$ cat config.mk
export PLATFORM = sky130hd
export DESIGN_NAME = tpgwc_timer
export DESIGN_NICKNAME = d
export VERILOG_FILES = /design/src/tpgwc_timer.v /design/src/tpgwc_edge_det.v
export VERILOG_INCLUDE_DIRS = /design/src
export SDC_FILE = /design/constraint.sdc
export NUM_CORES = 1
export LEC_CHECK = 0
export ABC_CLOCK_PERIOD_IN_PS = 4100
export BUFFER_PORTS_ARGS = -buffer_cell sky130_fd_sc_hd__buf_2
export CORE_MARGIN = 10
export CORE_UTILIZATION = 47
export DETAILED_ROUTE_END_ITERATION = 12
export PLACE_DENSITY_LB_ADDON = 0.08
export SETUP_SLACK_MARGIN = 0.05
export SYNTH_ARGS = -nofsm -noshare
export SYNTH_HDL_FRONTEND = slang
export SYNTH_SLANG_ARGS = --single-unit
$ cat constraint.sdc
create_clock -name pclk -period 4.1 [get_ports pclk]
set_input_delay 0.41 -clock pclk [delete_from_list [all_inputs] [get_ports pclk]]
set_output_delay 0.41 -clock pclk [all_outputs]
set_load 0.02 [all_outputs]
$ cat src/tpgwc_consts.vh
`ifndef TPGWC_CONSTS_VH
`define TPGWC_CONSTS_VH
// Register byte offsets
`define TPGWC_OFF_MODE     12'h000
`define TPGWC_OFF_OUTCTL   12'h004
`define TPGWC_OFF_CAPCTL   12'h008
`define TPGWC_OFF_STATUS   12'h00C
`define TPGWC_OFF_COUNT    12'h010
`define TPGWC_OFF_PERIOD   12'h014
`define TPGWC_OFF_WIDTH    12'h018
`define TPGWC_OFF_SOFTTRIG 12'h01C
// Mode select encodings
`define TPGWC_MODE_STOP    2'h0
`define TPGWC_MODE_FREE    2'h1
`define TPGWC_MODE_EDGE    2'h2
`define TPGWC_MODE_MATCH   2'h3
// Output control fields
`define TPGWC_OC_PER_INV   0
`define TPGWC_OC_WID_INV   1
`define TPGWC_OC_ONESHOT   2
`define TPGWC_OC_ENABLE    3
// Capture control fields
`define TPGWC_CC_PER_CAP   0
`define TPGWC_CC_PER_SRC   1
`define TPGWC_CC_WID_CAP   2
`define TPGWC_CC_P_RISE    3
`define TPGWC_CC_P_FALL    4
`define TPGWC_CC_S_RISE    5
`define TPGWC_CC_S_FALL    6
// Status fields
`define TPGWC_ST_OVF       0
`define TPGWC_ST_PER_EV    1
`define TPGWC_ST_WID_EV    2
// Reset values and limits
`define TPGWC_CNT_RST      16'h0000
`define TPGWC_CNT_MAX      16'hFFFF
`endif

$ cat src/tpgwc_timer.v
// Decided for this implementation: the APB slave port and the register offsets.
`timescale 1ns/10ps
`include "tpgwc_consts.vh"
module tpgwc_timer (
  // APB clock and reset
  input  wire        pclk,
  input  wire        presetn,
  // APB slave
  input  wire        psel,
  input  wire        penable,
  input  wire        pwrite,
  input  wire [11:0] paddr,
  input  wire [31:0] pwdata,
  output reg  [31:0] prdata,
  output wire        pready,
  output wire        pslverr,
  // Trigger inputs
  input  wire        primary_trigger_input,
  input  wire        secondary_trigger_input,
  // Timer output and events
  output wire        timer_output_pin,
  output wire        period_match_interrupt,
  output wire        width_match_interrupt
);
  reg  [1:0]  mode_q;
  reg  [3:0]  output_control_q;
  reg  [6:0]  cap_ctl_q;
  reg  [15:0] up_counter_q;
  reg  [15:0] up_counter_d;
  reg  [15:0] period_register_q;
  reg  [15:0] width_register_q;
  reg         overflow_flag_q;
  reg         per_ev_q;
  reg         wid_ev_q;
  reg         out_q;
  reg         per_irq_q;
  reg         wid_irq_q;
  reg         per_irq_d;
  reg         wid_irq_d;
  reg         out_d;
  reg         addr_ok;

  wire wr_en;
  wire rd_en;
  wire running;
  wire p_valid;
  wire p_opp;
  wire s_valid;
  wire per_match;
  wire wid_match;
  wire oneshot_ok;
  wire soft_trig;
  wire os_trig;
  wire per_cap_ev;
  wire wid_cap_ev;
  wire clr_ovf;
  wire clr_per_ev;
  wire clr_wid_ev;
  // One select per mapped word, used only by the error answer; the read and write decode compare paddr directly
  wire sel_mode;
  wire sel_outctl;
  wire sel_capctl;
  wire sel_status;
  wire sel_count;
  wire sel_period;
  wire sel_width;
  wire sel_softtrig;

  function is_addr;
    input [11:0] a;
    input [11:0] off;
    begin
      is_addr = (a == off);
    end
  endfunction

  assign wr_en   = psel & penable & pwrite;
  assign rd_en   = psel & penable & ~pwrite;
  assign pready  = 1'b1;
  assign pslverr = psel & penable & ~addr_ok;
  assign running = (mode_q != `TPGWC_MODE_STOP);

  assign sel_mode     = is_addr(paddr, `TPGWC_OFF_MODE);
  assign sel_outctl   = is_addr(paddr, `TPGWC_OFF_OUTCTL);
  assign sel_capctl   = is_addr(paddr, `TPGWC_OFF_CAPCTL);
  assign sel_status   = is_addr(paddr, `TPGWC_OFF_STATUS);
  assign sel_count    = is_addr(paddr, `TPGWC_OFF_COUNT);
  assign sel_period   = is_addr(paddr, `TPGWC_OFF_PERIOD);
  assign sel_width    = is_addr(paddr, `TPGWC_OFF_WIDTH);
  assign sel_softtrig = is_addr(paddr, `TPGWC_OFF_SOFTTRIG);

  // Anything outside the eight words is answered with a slave error
  always @* begin
    addr_ok = 1'b0;
    if (sel_mode) begin
      addr_ok = 1'b1;
    end else if (sel_outctl) begin
      addr_ok = 1'b1;
    end else if (sel_capctl) begin
      addr_ok = 1'b1;
    end else if (sel_status) begin
      addr_ok = 1'b1;
    end else if (sel_count) begin
      addr_ok = 1'b1;
    end else if (sel_period) begin
      addr_ok = 1'b1;
    end else if (sel_width) begin
      addr_ok = 1'b1;
    end else if (sel_softtrig) begin
      addr_ok = 1'b1;
    end
  end

  tpgwc_edge_det u_pri (
    .pclk       (pclk),
    .presetn    (presetn),
    .pin_in     (primary_trigger_input),
    .sel_rise   (cap_ctl_q[`TPGWC_CC_P_RISE]),
    .sel_fall   (cap_ctl_q[`TPGWC_CC_P_FALL]),
    .valid_edge (p_valid),
    .opp_edge   (p_opp)
  );

  tpgwc_edge_det u_sec (
    .pclk       (pclk),
    .presetn    (presetn),
    .pin_in     (secondary_trigger_input),
    .sel_rise   (cap_ctl_q[`TPGWC_CC_S_RISE]),
    .sel_fall   (cap_ctl_q[`TPGWC_CC_S_FALL]),
    .valid_edge (s_valid),
    .opp_edge   ()
  );

  assign per_match  = running & (up_counter_q == period_register_q);
  assign wid_match  = running & (up_counter_q == width_register_q);
  // One-shot is refused in match-clear mode
  assign oneshot_ok = output_control_q[`TPGWC_OC_ONESHOT] &
                      ((mode_q == `TPGWC_MODE_FREE) || (mode_q == `TPGWC_MODE_EDGE));
  assign soft_trig  = wr_en & is_addr(paddr, `TPGWC_OFF_SOFTTRIG) & pwdata[0];
  // A retrigger mid-pulse simply restarts; keeping spacing is software's job
  assign os_trig    = oneshot_ok & running & (soft_trig | p_valid);

  // Period source: secondary valid edge, or primary opposite phase
  assign per_cap_ev = running & cap_ctl_q[`TPGWC_CC_PER_CAP] &
                      (cap_ctl_q[`TPGWC_CC_PER_SRC] ? p_opp : s_valid);
  assign wid_cap_ev = running & cap_ctl_q[`TPGWC_CC_WID_CAP] & p_valid;

  assign clr_ovf    = wr_en & is_addr(paddr, `TPGWC_OFF_STATUS) & pwdata[`TPGWC_ST_OVF];
  assign clr_per_ev = wr_en & is_addr(paddr, `TPGWC_OFF_STATUS) & pwdata[`TPGWC_ST_PER_EV];
  assign clr_wid_ev = wr_en & is_addr(paddr, `TPGWC_OFF_STATUS) & pwdata[`TPGWC_ST_WID_EV];

  always @* begin
    up_counter_d = up_counter_q;
    if (!running) begin
      up_counter_d = `TPGWC_CNT_RST;
    end else if (os_trig) begin
      up_counter_d = `TPGWC_CNT_RST;
    end else if ((mode_q == `TPGWC_MODE_EDGE) && p_valid) begin
      up_counter_d = `TPGWC_CNT_RST;
    end else if ((mode_q == `TPGWC_MODE_MATCH) && per_match) begin
      up_counter_d = `TPGWC_CNT_RST;
    end else begin
      up_counter_d = up_counter_q + 16'h0001;
    end
  end

  always @* begin
    out_d     = out_q;
    per_irq_d = 1'b0;
    wid_irq_d = 1'b0;
    if (!running) begin
      out_d = 1'b0;
    end else begin
      // Compare interrupts only when the register is not capturing
      if (per_match && !cap_ctl_q[`TPGWC_CC_PER_CAP]) begin
        per_irq_d = 1'b1;
      end
      if (wid_match && !cap_ctl_q[`TPGWC_CC_WID_CAP]) begin
        wid_irq_d = 1'b1;
      end
      if (wid_cap_ev) begin
        wid_irq_d = 1'b1;
      end
      if (per_cap_ev && !cap_ctl_q[`TPGWC_CC_PER_SRC]) begin
        per_irq_d = 1'b1;
      end
      if (mode_q == `TPGWC_MODE_MATCH) begin
        // High from restart through width match, low until period match
        if (per_match) begin
          out_d = 1'b1;
        end else if (wid_match) begin
          out_d = 1'b0;
        end
      end else if (output_control_q[`TPGWC_OC_ENABLE]) begin
        if (os_trig) begin
          out_d = 1'b0;
        end else if (per_match && output_control_q[`TPGWC_OC_PER_INV] &&
                     !cap_ctl_q[`TPGWC_CC_PER_CAP]) begin
          out_d = ~out_q;
          if (wid_match && output_control_q[`TPGWC_OC_WID_INV]) begin
            out_d = out_q;
          end
        end else if (wid_match && output_control_q[`TPGWC_OC_WID_INV] &&
                     !cap_ctl_q[`TPGWC_CC_WID_CAP]) begin
          out_d = ~out_q;
        end
      end
    end
  end

  always @(posedge pclk or negedge presetn) begin
    if (!presetn) begin
      mode_q            <= `TPGWC_MODE_STOP;
      output_control_q  <= 4'h0;
      cap_ctl_q         <= 7'h00;
      up_counter_q      <= `TPGWC_CNT_RST;
      period_register_q <= 16'h0000;
      width_register_q  <= 16'h0000;
      out_q             <= 1'b0;
      per_irq_q         <= 1'b0;
      wid_irq_q         <= 1'b0;
    end else begin
      up_counter_q <= up_counter_d;
      out_q        <= out_d;
      per_irq_q    <= per_irq_d;
      wid_irq_q    <= wid_irq_d;
      if (wr_en && is_addr(paddr, `TPGWC_OFF_MODE)) begin
        mode_q <= pwdata[1:0];
      end
      if (wr_en && is_addr(paddr, `TPGWC_OFF_OUTCTL)) begin
        output_control_q <= pwdata[3:0];
      end
      if (wr_en && is_addr(paddr, `TPGWC_OFF_CAPCTL)) begin
        cap_ctl_q <= pwdata[6:0];
      end
      // Capture wins over a software write in the same cycle
      if (per_cap_ev) begin
        period_register_q <= up_counter_q;
      end else if (wr_en && is_addr(paddr, `TPGWC_OFF_PERIOD)) begin
        period_register_q <= pwdata[15:0];
      end
      if (wid_cap_ev) begin
        width_register_q <= up_counter_q;
      end else if (wr_en && is_addr(paddr, `TPGWC_OFF_WIDTH)) begin
        width_register_q <= pwdata[15:0];
      end
    end
  end

  // Set wins over clear, so a wrap in the clearing cycle is not lost
  always @(posedge pclk or negedge presetn) begin
    if (!presetn) begin
      overflow_flag_q <= 1'b0;
    end else begin
      if (running && (up_counter_q == `TPGWC_CNT_MAX) && (up_counter_d == `TPGWC_CNT_RST)) begin
        overflow_flag_q <= 1'b1;
      end else if (clr_ovf) begin
        overflow_flag_q <= 1'b0;
      end
    end
  end

  // Sticky copy of the period event for polling software
  always @(posedge pclk or negedge presetn) begin
    if (!presetn) begin
      per_ev_q <= 1'b0;
    end else begin
      if (per_irq_d) begin
        per_ev_q <= 1'b1;
      end else if (clr_per_ev) begin
        per_ev_q <= 1'b0;
      end
    end
  end

  // Sticky copy of the width event for polling software
  always @(posedge pclk or negedge presetn) begin
    if (!presetn) begin
      wid_ev_q <= 1'b0;
    end else begin
      if (wid_irq_d) begin
        wid_ev_q <= 1'b1;
      end else if (clr_wid_ev) begin
        wid_ev_q <= 1'b0;
      end
    end
  end

  always @* begin
    prdata = 32'h00000000;
    if (rd_en) begin
      if (is_addr(paddr, `TPGWC_OFF_MODE)) begin
        prdata = {30'h00000000, mode_q};
      end else if (is_addr(paddr, `TPGWC_OFF_OUTCTL)) begin
        prdata = {28'h0000000, output_control_q};
      end else if (is_addr(paddr, `TPGWC_OFF_CAPCTL)) begin
        prdata = {25'h0000000, cap_ctl_q};
      end else if (is_addr(paddr, `TPGWC_OFF_STATUS)) begin
        prdata = {29'h00000000, wid_ev_q, per_ev_q, overflow_flag_q};
      end else if (is_addr(paddr, `TPGWC_OFF_COUNT)) begin
        prdata = {16'h0000, up_counter_q};
      end else if (is_addr(paddr, `TPGWC_OFF_PERIOD)) begin
        prdata = {16'h0000, period_register_q};
      end else if (is_addr(paddr, `TPGWC_OFF_WIDTH)) begin
        prdata = {16'h0000, width_register_q};
      end
    end
  end

  assign timer_output_pin       = out_q;
  assign period_match_interrupt = per_irq_q;
  assign width_match_interrupt  = wid_irq_q;
endmodule // tpgwc_timer

$ cat src/tpgwc_edge_det.v
`timescale 1ns/10ps
// Edge detector for one trigger input; opposite edge reported separately
module tpgwc_edge_det (
  // Clock and reset
  input  wire pclk,
  input  wire presetn,
  // Input and edge selection
  input  wire pin_in,
  input  wire sel_rise,
  input  wire sel_fall,
  // Events
  output wire valid_edge,
  output wire opp_edge
);
  reg  prev_q;
  wire rise;
  wire fall;

  always @(posedge pclk or negedge presetn) begin
    if (!presetn) begin
      prev_q <= 1'b0;
    end else begin
      prev_q <= pin_in;
    end
  end

  assign rise       = pin_in & ~prev_q;
  assign fall       = ~pin_in & prev_q;
  assign valid_edge = (rise & sel_rise) | (fall & sel_fall);
  // Opposite phase only makes sense for a single selected edge
  assign opp_edge   = (rise & sel_fall & ~sel_rise) | (fall & sel_rise & ~sel_fall);
endmodule // tpgwc_edge_det

### Word-level counts from Yosys, hierarchy flattened

Cells that the tools add are included.

* add/subtract/negate cells: 1
* eq/ne operators: 17
* muxes and demuxes: 46
* bitwise operators: 44
* reductions and logical operators: 29

Operators by type and width (count)
* 2-to-1 mux 16 bit: 16
* == test 12 x 5 -> 1 bit (second input constant): 4
* == test 16 bit: 2
* AND 1 bit: 31
* 2-to-1 mux 1 bit: 30
* == test 12 x 4 -> 1 bit (second input constant): 2
* adder 16 x 1 -> 16 bit (second input constant): 1
* == test 16 bit (second input constant): 1
* logical AND 1 bit: 16
* logical NOT 16 bit: 1
* == test 12 x 3 -> 1 bit (second input constant): 1
* logical NOT 12 bit: 1
* nonzero test 2 bit: 6
* inverter 1 bit: 9
* != test 5 x 1 -> 1 bit (second input constant): 1
* != test 5 bit (second input constant): 1
* == test 2 bit (second input constant): 2
* != test 4 bit (second input constant): 1
* bitwise OR 1 bit: 4
* AND reduction 4 bit: 1
* logical NOT 1 bit: 3
* != test 3 x 2 -> 1 bit (second input constant): 1
* == test 2 x 1 -> 1 bit (second input constant): 1
* logical OR 1 bit: 1

* bits in registers: 69
* input bits: 51
* output and inout bits: 37
* logic and storage cells: 151

### Logic depth before layout (Yosys ltp)

* depth in word-level cells: 11
* depth in mapped cells: 10
* mapped depth without buffers: 9

### By module

From an unflattened synthesis, not the netlist that was laid out.

* cells, all modules: 503
* area, all modules: 4490.6 µm²

Modules (own cells, without submodules)
* tpgwc_timer: instances 1, cells each 489, area each 4355.4 µm², seq. area each 1676.6 µm²
* tpgwc_edge_det: instances 2, cells each 7, area each 67.6 µm², seq. area each 25.0 µm²

### Worst setup path before layout

No wires, ideal clock.

* path type: input to output
* start: input port paddr[2]
* end: output port prdata[2]
* arrival: 1.908 ns
* data required time: 3.690 ns
* setup slack: 1.782 ns
* stages: 6
* path buffers: 2
* path through: clkbuf_1 > buf_1 > mux2i_1 > nor2_1 > a21oi_1 > a211oi_1

* longest elaborated chain between the ends: 9
* elaborated cells on any way between the ends: 15
* classes of those cells: 6 x eq/ne; 8 x mux; 1 x reduce/logical

RTL lines
* start: declaration: line tpgwc_timer.v:12 `input wire [11:0] paddr,`
* == test 12 x 5 -> 1 bit: line tpgwc_timer.v:73 `is_addr = (a == off);`
* 2-to-1 mux 16 bit: line tpgwc_timer.v:304 `` end else if (is_addr(paddr, `TPGWC_OFF_WIDTH)) begin ``
* 2-to-1 mux 16 bit: line tpgwc_timer.v:302 `` end else if (is_addr(paddr, `TPGWC_OFF_PERIOD)) begin ``
* 2-to-1 mux 16 bit: line tpgwc_timer.v:300 `` end else if (is_addr(paddr, `TPGWC_OFF_COUNT)) begin ``
* 2-to-1 mux 16 bit: line tpgwc_timer.v:298 `` end else if (is_addr(paddr, `TPGWC_OFF_STATUS)) begin ``
* 2-to-1 mux 16 bit: line tpgwc_timer.v:296 `` end else if (is_addr(paddr, `TPGWC_OFF_CAPCTL)) begin ``
* 2-to-1 mux 16 bit: line tpgwc_timer.v:294 `` end else if (is_addr(paddr, `TPGWC_OFF_OUTCTL)) begin ``
* 2-to-1 mux 16 bit *: line tpgwc_timer.v:292 `` if (is_addr(paddr, `TPGWC_OFF_MODE)) begin ``
* 2-to-1 mux 16 bit *: line tpgwc_timer.v:291 `if (rd_en) begin`
* end: declaration: line tpgwc_timer.v:14 `output reg [31:0] prdata,`

Mark *: on every way between the ends. The rest lies on a longest branch, timed or not.

### Final worst setup path

* start: input port paddr[2]
* end: output port prdata[1]

Same word-level chain as after synthesis.

==> summary.md <==
| Metric | Value |
|---|---|
| Root buffer cell | `clkbuf_8` |
| Final worst slack | `approximately 1300 ps` |
| Max VDD drop | `between 150 and 200 uV` |
| ANT cells | `0` |
| Crit. End Element | `primary output` |
| Vias/cell | `~5.3` |
| Overall power | `1.47 mW` |
| Fin cells | `672` |
| P_leak | `~2.3 nW` |
| Setup TNS | `0 ps` |
| Power share of the combinational group | `under 10%` |
| Most used DFF post-synth | `dfrtp_1` |
| Hold Violations, Final | `0` |
| WL/cell | `about 18 um` |
| TritonCTS clock tree | `yes` |
| WP data required | `3690 ps` |
| Clock-pin slew on the worst setup and hold paths | `roughly 80 ps` |
| # IOs | `88` |
| Post-detail-place hpwl | `around 8800 um` |
| Maximum clock rate | `around 350 MHz` |
| Initial core utilization | `47.7%` |
| Critical path class | `primary input to primary output` |
| Full die area | `approximately 14000 um^2` |
| Largest net degree at the start of global routing | `70` |
| Endpoints failing setup | `0` |
| Worst Path Arrival | `2430 ps` |
| Sequential share of the synthesized area | `roughly 38%` |
| Switching share of power | `a little under a quarter` |
| Fin crit period | `roughly 2800 ps` |
| Initial antenna violation count | `0` |
| Psw | `336 uW` |
| CP Cell Sequence | `buf_2 > nor2b_1 > buf_4 > nand2_1 > o211ai_1 > o21ai_0 > nor2_1 > buf_2` |
| Status | `completed` |
| TritonRoute pass-1 iters | `4` |
| Flop-to-flop setup slack | `roughly 1500 ps` |
| CTS H-tree depth | `3` |
| Total GRT Usage | `17.4%` |
| CTS Hold Bufs | `0` |
| Most used cell, CP | `buf_2` |
| Drt first-iter violations | `between 200 and 250` |
| Slew HR | `around 29%` |
| CP max FO | `26` |
| Drt drc | `0` |
| Fill count | `906` |
| DRT antenna net count | `0` |
| Synthesized instance count | `approximately 500` |
| Distinct cell type count after synthesis | `54` |
| Worst-case clock buffer depth | `2` |
| Layout cells sized above 1 | `about a fifth` |
| Hold depth | `1` |
| Setup Skew | `13.9 ps` |
| P&R area growth vs syn | `9.88%` |
| Place WS | `between 1000 and 1500 ps` |
| Routed WL | `12200 um` |
| Register share of total power | `~47%` |
| Worst skew pair latency | `roughly 350 ps` |
| First-pass GRT wire length | `just under 20000 um` |
| Final slew viol count | `0` |
| CP delay by family, top | `simple AND/OR/NAND/NOR gates` |
| Internal power | `approximately 1.1 mW` |
| Fin crit share | `69.2%` |
| Number of max-cap violations | `0` |
| Asr flop ratio synth | `100%` |
| Worst R2R End | `timer_output_pin$_DFFE_PN0P_` |
| Cell area power density | `291 nW/um^2` |
| Syn_area_per_cell | `9.12 um^2` |
| Hold Path Sink | `u_sec.prev_q$_DFF_PN0_` |
| Synth Cell Area | `roughly 4600 um^2` |
| Gpl congestion | `roughly 0.81` |
| Slowest cell delay on critical path | `roughly 760 ps` |
| Min-delay src | `secondary_trigger_input` |
| Flops & latches, synth | `between 60 and 70` |
| Clock power share | `a little under half` |
| EDFF count, synth | `0` |
| Core area | `just under 10000 um^2` |
| Die H | `about 120 um` |
| Startpoint types | `primary input` |
| CTS buffer count | `9` |
| Placed cell count | `between 600 and 700` |
| # Post-CTS Setup Buffers | `0` |
| R2R depth | `9` |
| # port buffers | `54` |
| Die width | `119 um` |
| Via Count | `3591` |
| Vias in the first global route | `3604` |
| Multi-input gate area | `approximately 2600 um^2` |
| Register area | `1730 um^2` |
| # resized after CTS | `0` |
| RSZ-0062 raised after global routing | `no` |
| Hold Crit Class | `primary input to register` |
| Worst path bufs/invs | `3` |
| Critical path's slowest cell | `nor2b_1` |
| Yosys warning count | `0` |
| GR Overflow Total | `0` |
| FP Rows | `36` |
| NumNets Final | `589` |
| Clock sink total | `69` |
| Worst-Margin Slew | `roughly 1100 ps` |
| Worst R2R Start | `mode_q[1]$_DFFE_PN0P_` |
| Post-layout util | `52.4%` |
-- routing by layer --
| layer | GRT usage [%] | up-vias | wire (um) |
|---|---|---|---|
| li1 | - | 1754 | - |
| met1 | 22.8 | 1736 | 5840 |
| met2 | 28.5 | 89 | 5680 |
| met3 | 3.12 | 12 | 536 |
| met4 | 5.19 | 0 | 161 |
| met5 | 0 | - | 0 |
-- synth_stat cells (3+ instances only) --
master    number  area [um^2]
a21oi_1       52          260
a31oi_1        3         18.8
and3_1         4         25.0
buf_1          4         15.0
buf_2         17         85.1
buf_4         18          135
buf_6          5         56.3
clkbuf_1      12         45.0
dfrtp_1       69         1730
ha_1           4         50.1
inv_1          9         33.8
mux2_2        17          191
mux2i_1       46          460
nand2_1       25         93.8
nand3_1       14         70.1
nand3b_1       5         37.5
nand4_1        8         50.1
nor2_1        89          334
nor2b_1        6         37.5
nor3_1         4         20.0
o21ai_0        6         30.0
xnor2_1       29          254
xnor2_2        5         81.3
xor2_1        13          114
-- worst register-to-register path, cell delays in order, from the launching register on --
cell and delay (ps):
dfrtp_1 440, inv_1 70, ha_1 290, inv_1 230
nand2_1 120, nor4_2 580, nand3_1 140, mux2_4 300
o22a_1 190, o22a_1 170
-- power by group through the flow --
stage	clock, mW	sequential [mW]	combinational [mW]
floorplan	0	0.698	0.0663
global placement	0	0.698	0.101
detailed placement	0	0.698	0.102
CTS	0.698	0.684	0.102
global route	0.732	0.685	0.113
finish	0.686	0.684	0.101
-- layout make-up --
class,instances,share of cell area [%]
clock buffer,12,2.87
clock inverter,4,1.88
inverter,9,0.669
multi-input combinational,384,50.7
sequential,69,34.2
tap,133,3.29
timing repair buffer,61,6.39
-- flip-flops by register name, indices dropped and copies added (netlist names) --
name,count
cap_ctl_q,7
mode_q,2
output_control_q,4
overflow_flag_q,1
per_ev_q,1
period_match_interrupt,1
period_register_q,16
timer_output_pin,1
u_pri.prev_q,1
u_sec.prev_q,1
up_counter_q,16
wid_ev_q,1
width_match_interrupt,1
width_register_q,16
-- cells by family (layout without fill, tap and decap cells) --
kind of cell / after synthesis / count (layout) / share of synthesized area (%)
DFF: 69 / 69 / 37.6
AOI/OAI and AO/OA: 82 / 82 / 10.6
other: 2 / 17 / 0.163
buffers and inverters: 66 / 86 / 8.16
adders and majority gates: 4 / 4 / 1.09
and+or+nand+nor: 168 / 168 / 17.2
muxes: 66 / 66 / 15.5
xor gates and xnor gates: 47 / 47 / 9.77
-- how the worst max path moves through the flow --
stage | from | end | cells after the start
final | paddr[2] | prdata[1] | 8
after global routing | paddr[2] | prdata[0] | 8
after CTS | paddr[2] | prdata[1] | 8
after detailed placement | paddr[2] | prdata[1] | 8
after global placement | paddr[2] | prdata[0] | 8
after floorplan | paddr[2] | prdata[2] | 6
-- layout by cell type (no fill, tap or decap), drive strengths merged, types with 12 or more instances in the layout --
cell / instances
nand3: 15
clkbuf: 12
dfrtp: 69
nor2: 89
a21oi: 52
mux2: 18
buf: 61
conb: 17
xor2: 13
xnor2: 34
nand2: 25
mux2i: 46
-- stage by stage --
stage                     instance area, um^2  hold WS [ps]
after detailed placement                 4810           466
after floorplan                          4650           114
after global placement                   4810           462
final                                    5050           196
after CTS                                5050           183
after global routing                     5050           189
Note: power is estimated with default switching activity, not from simulation.
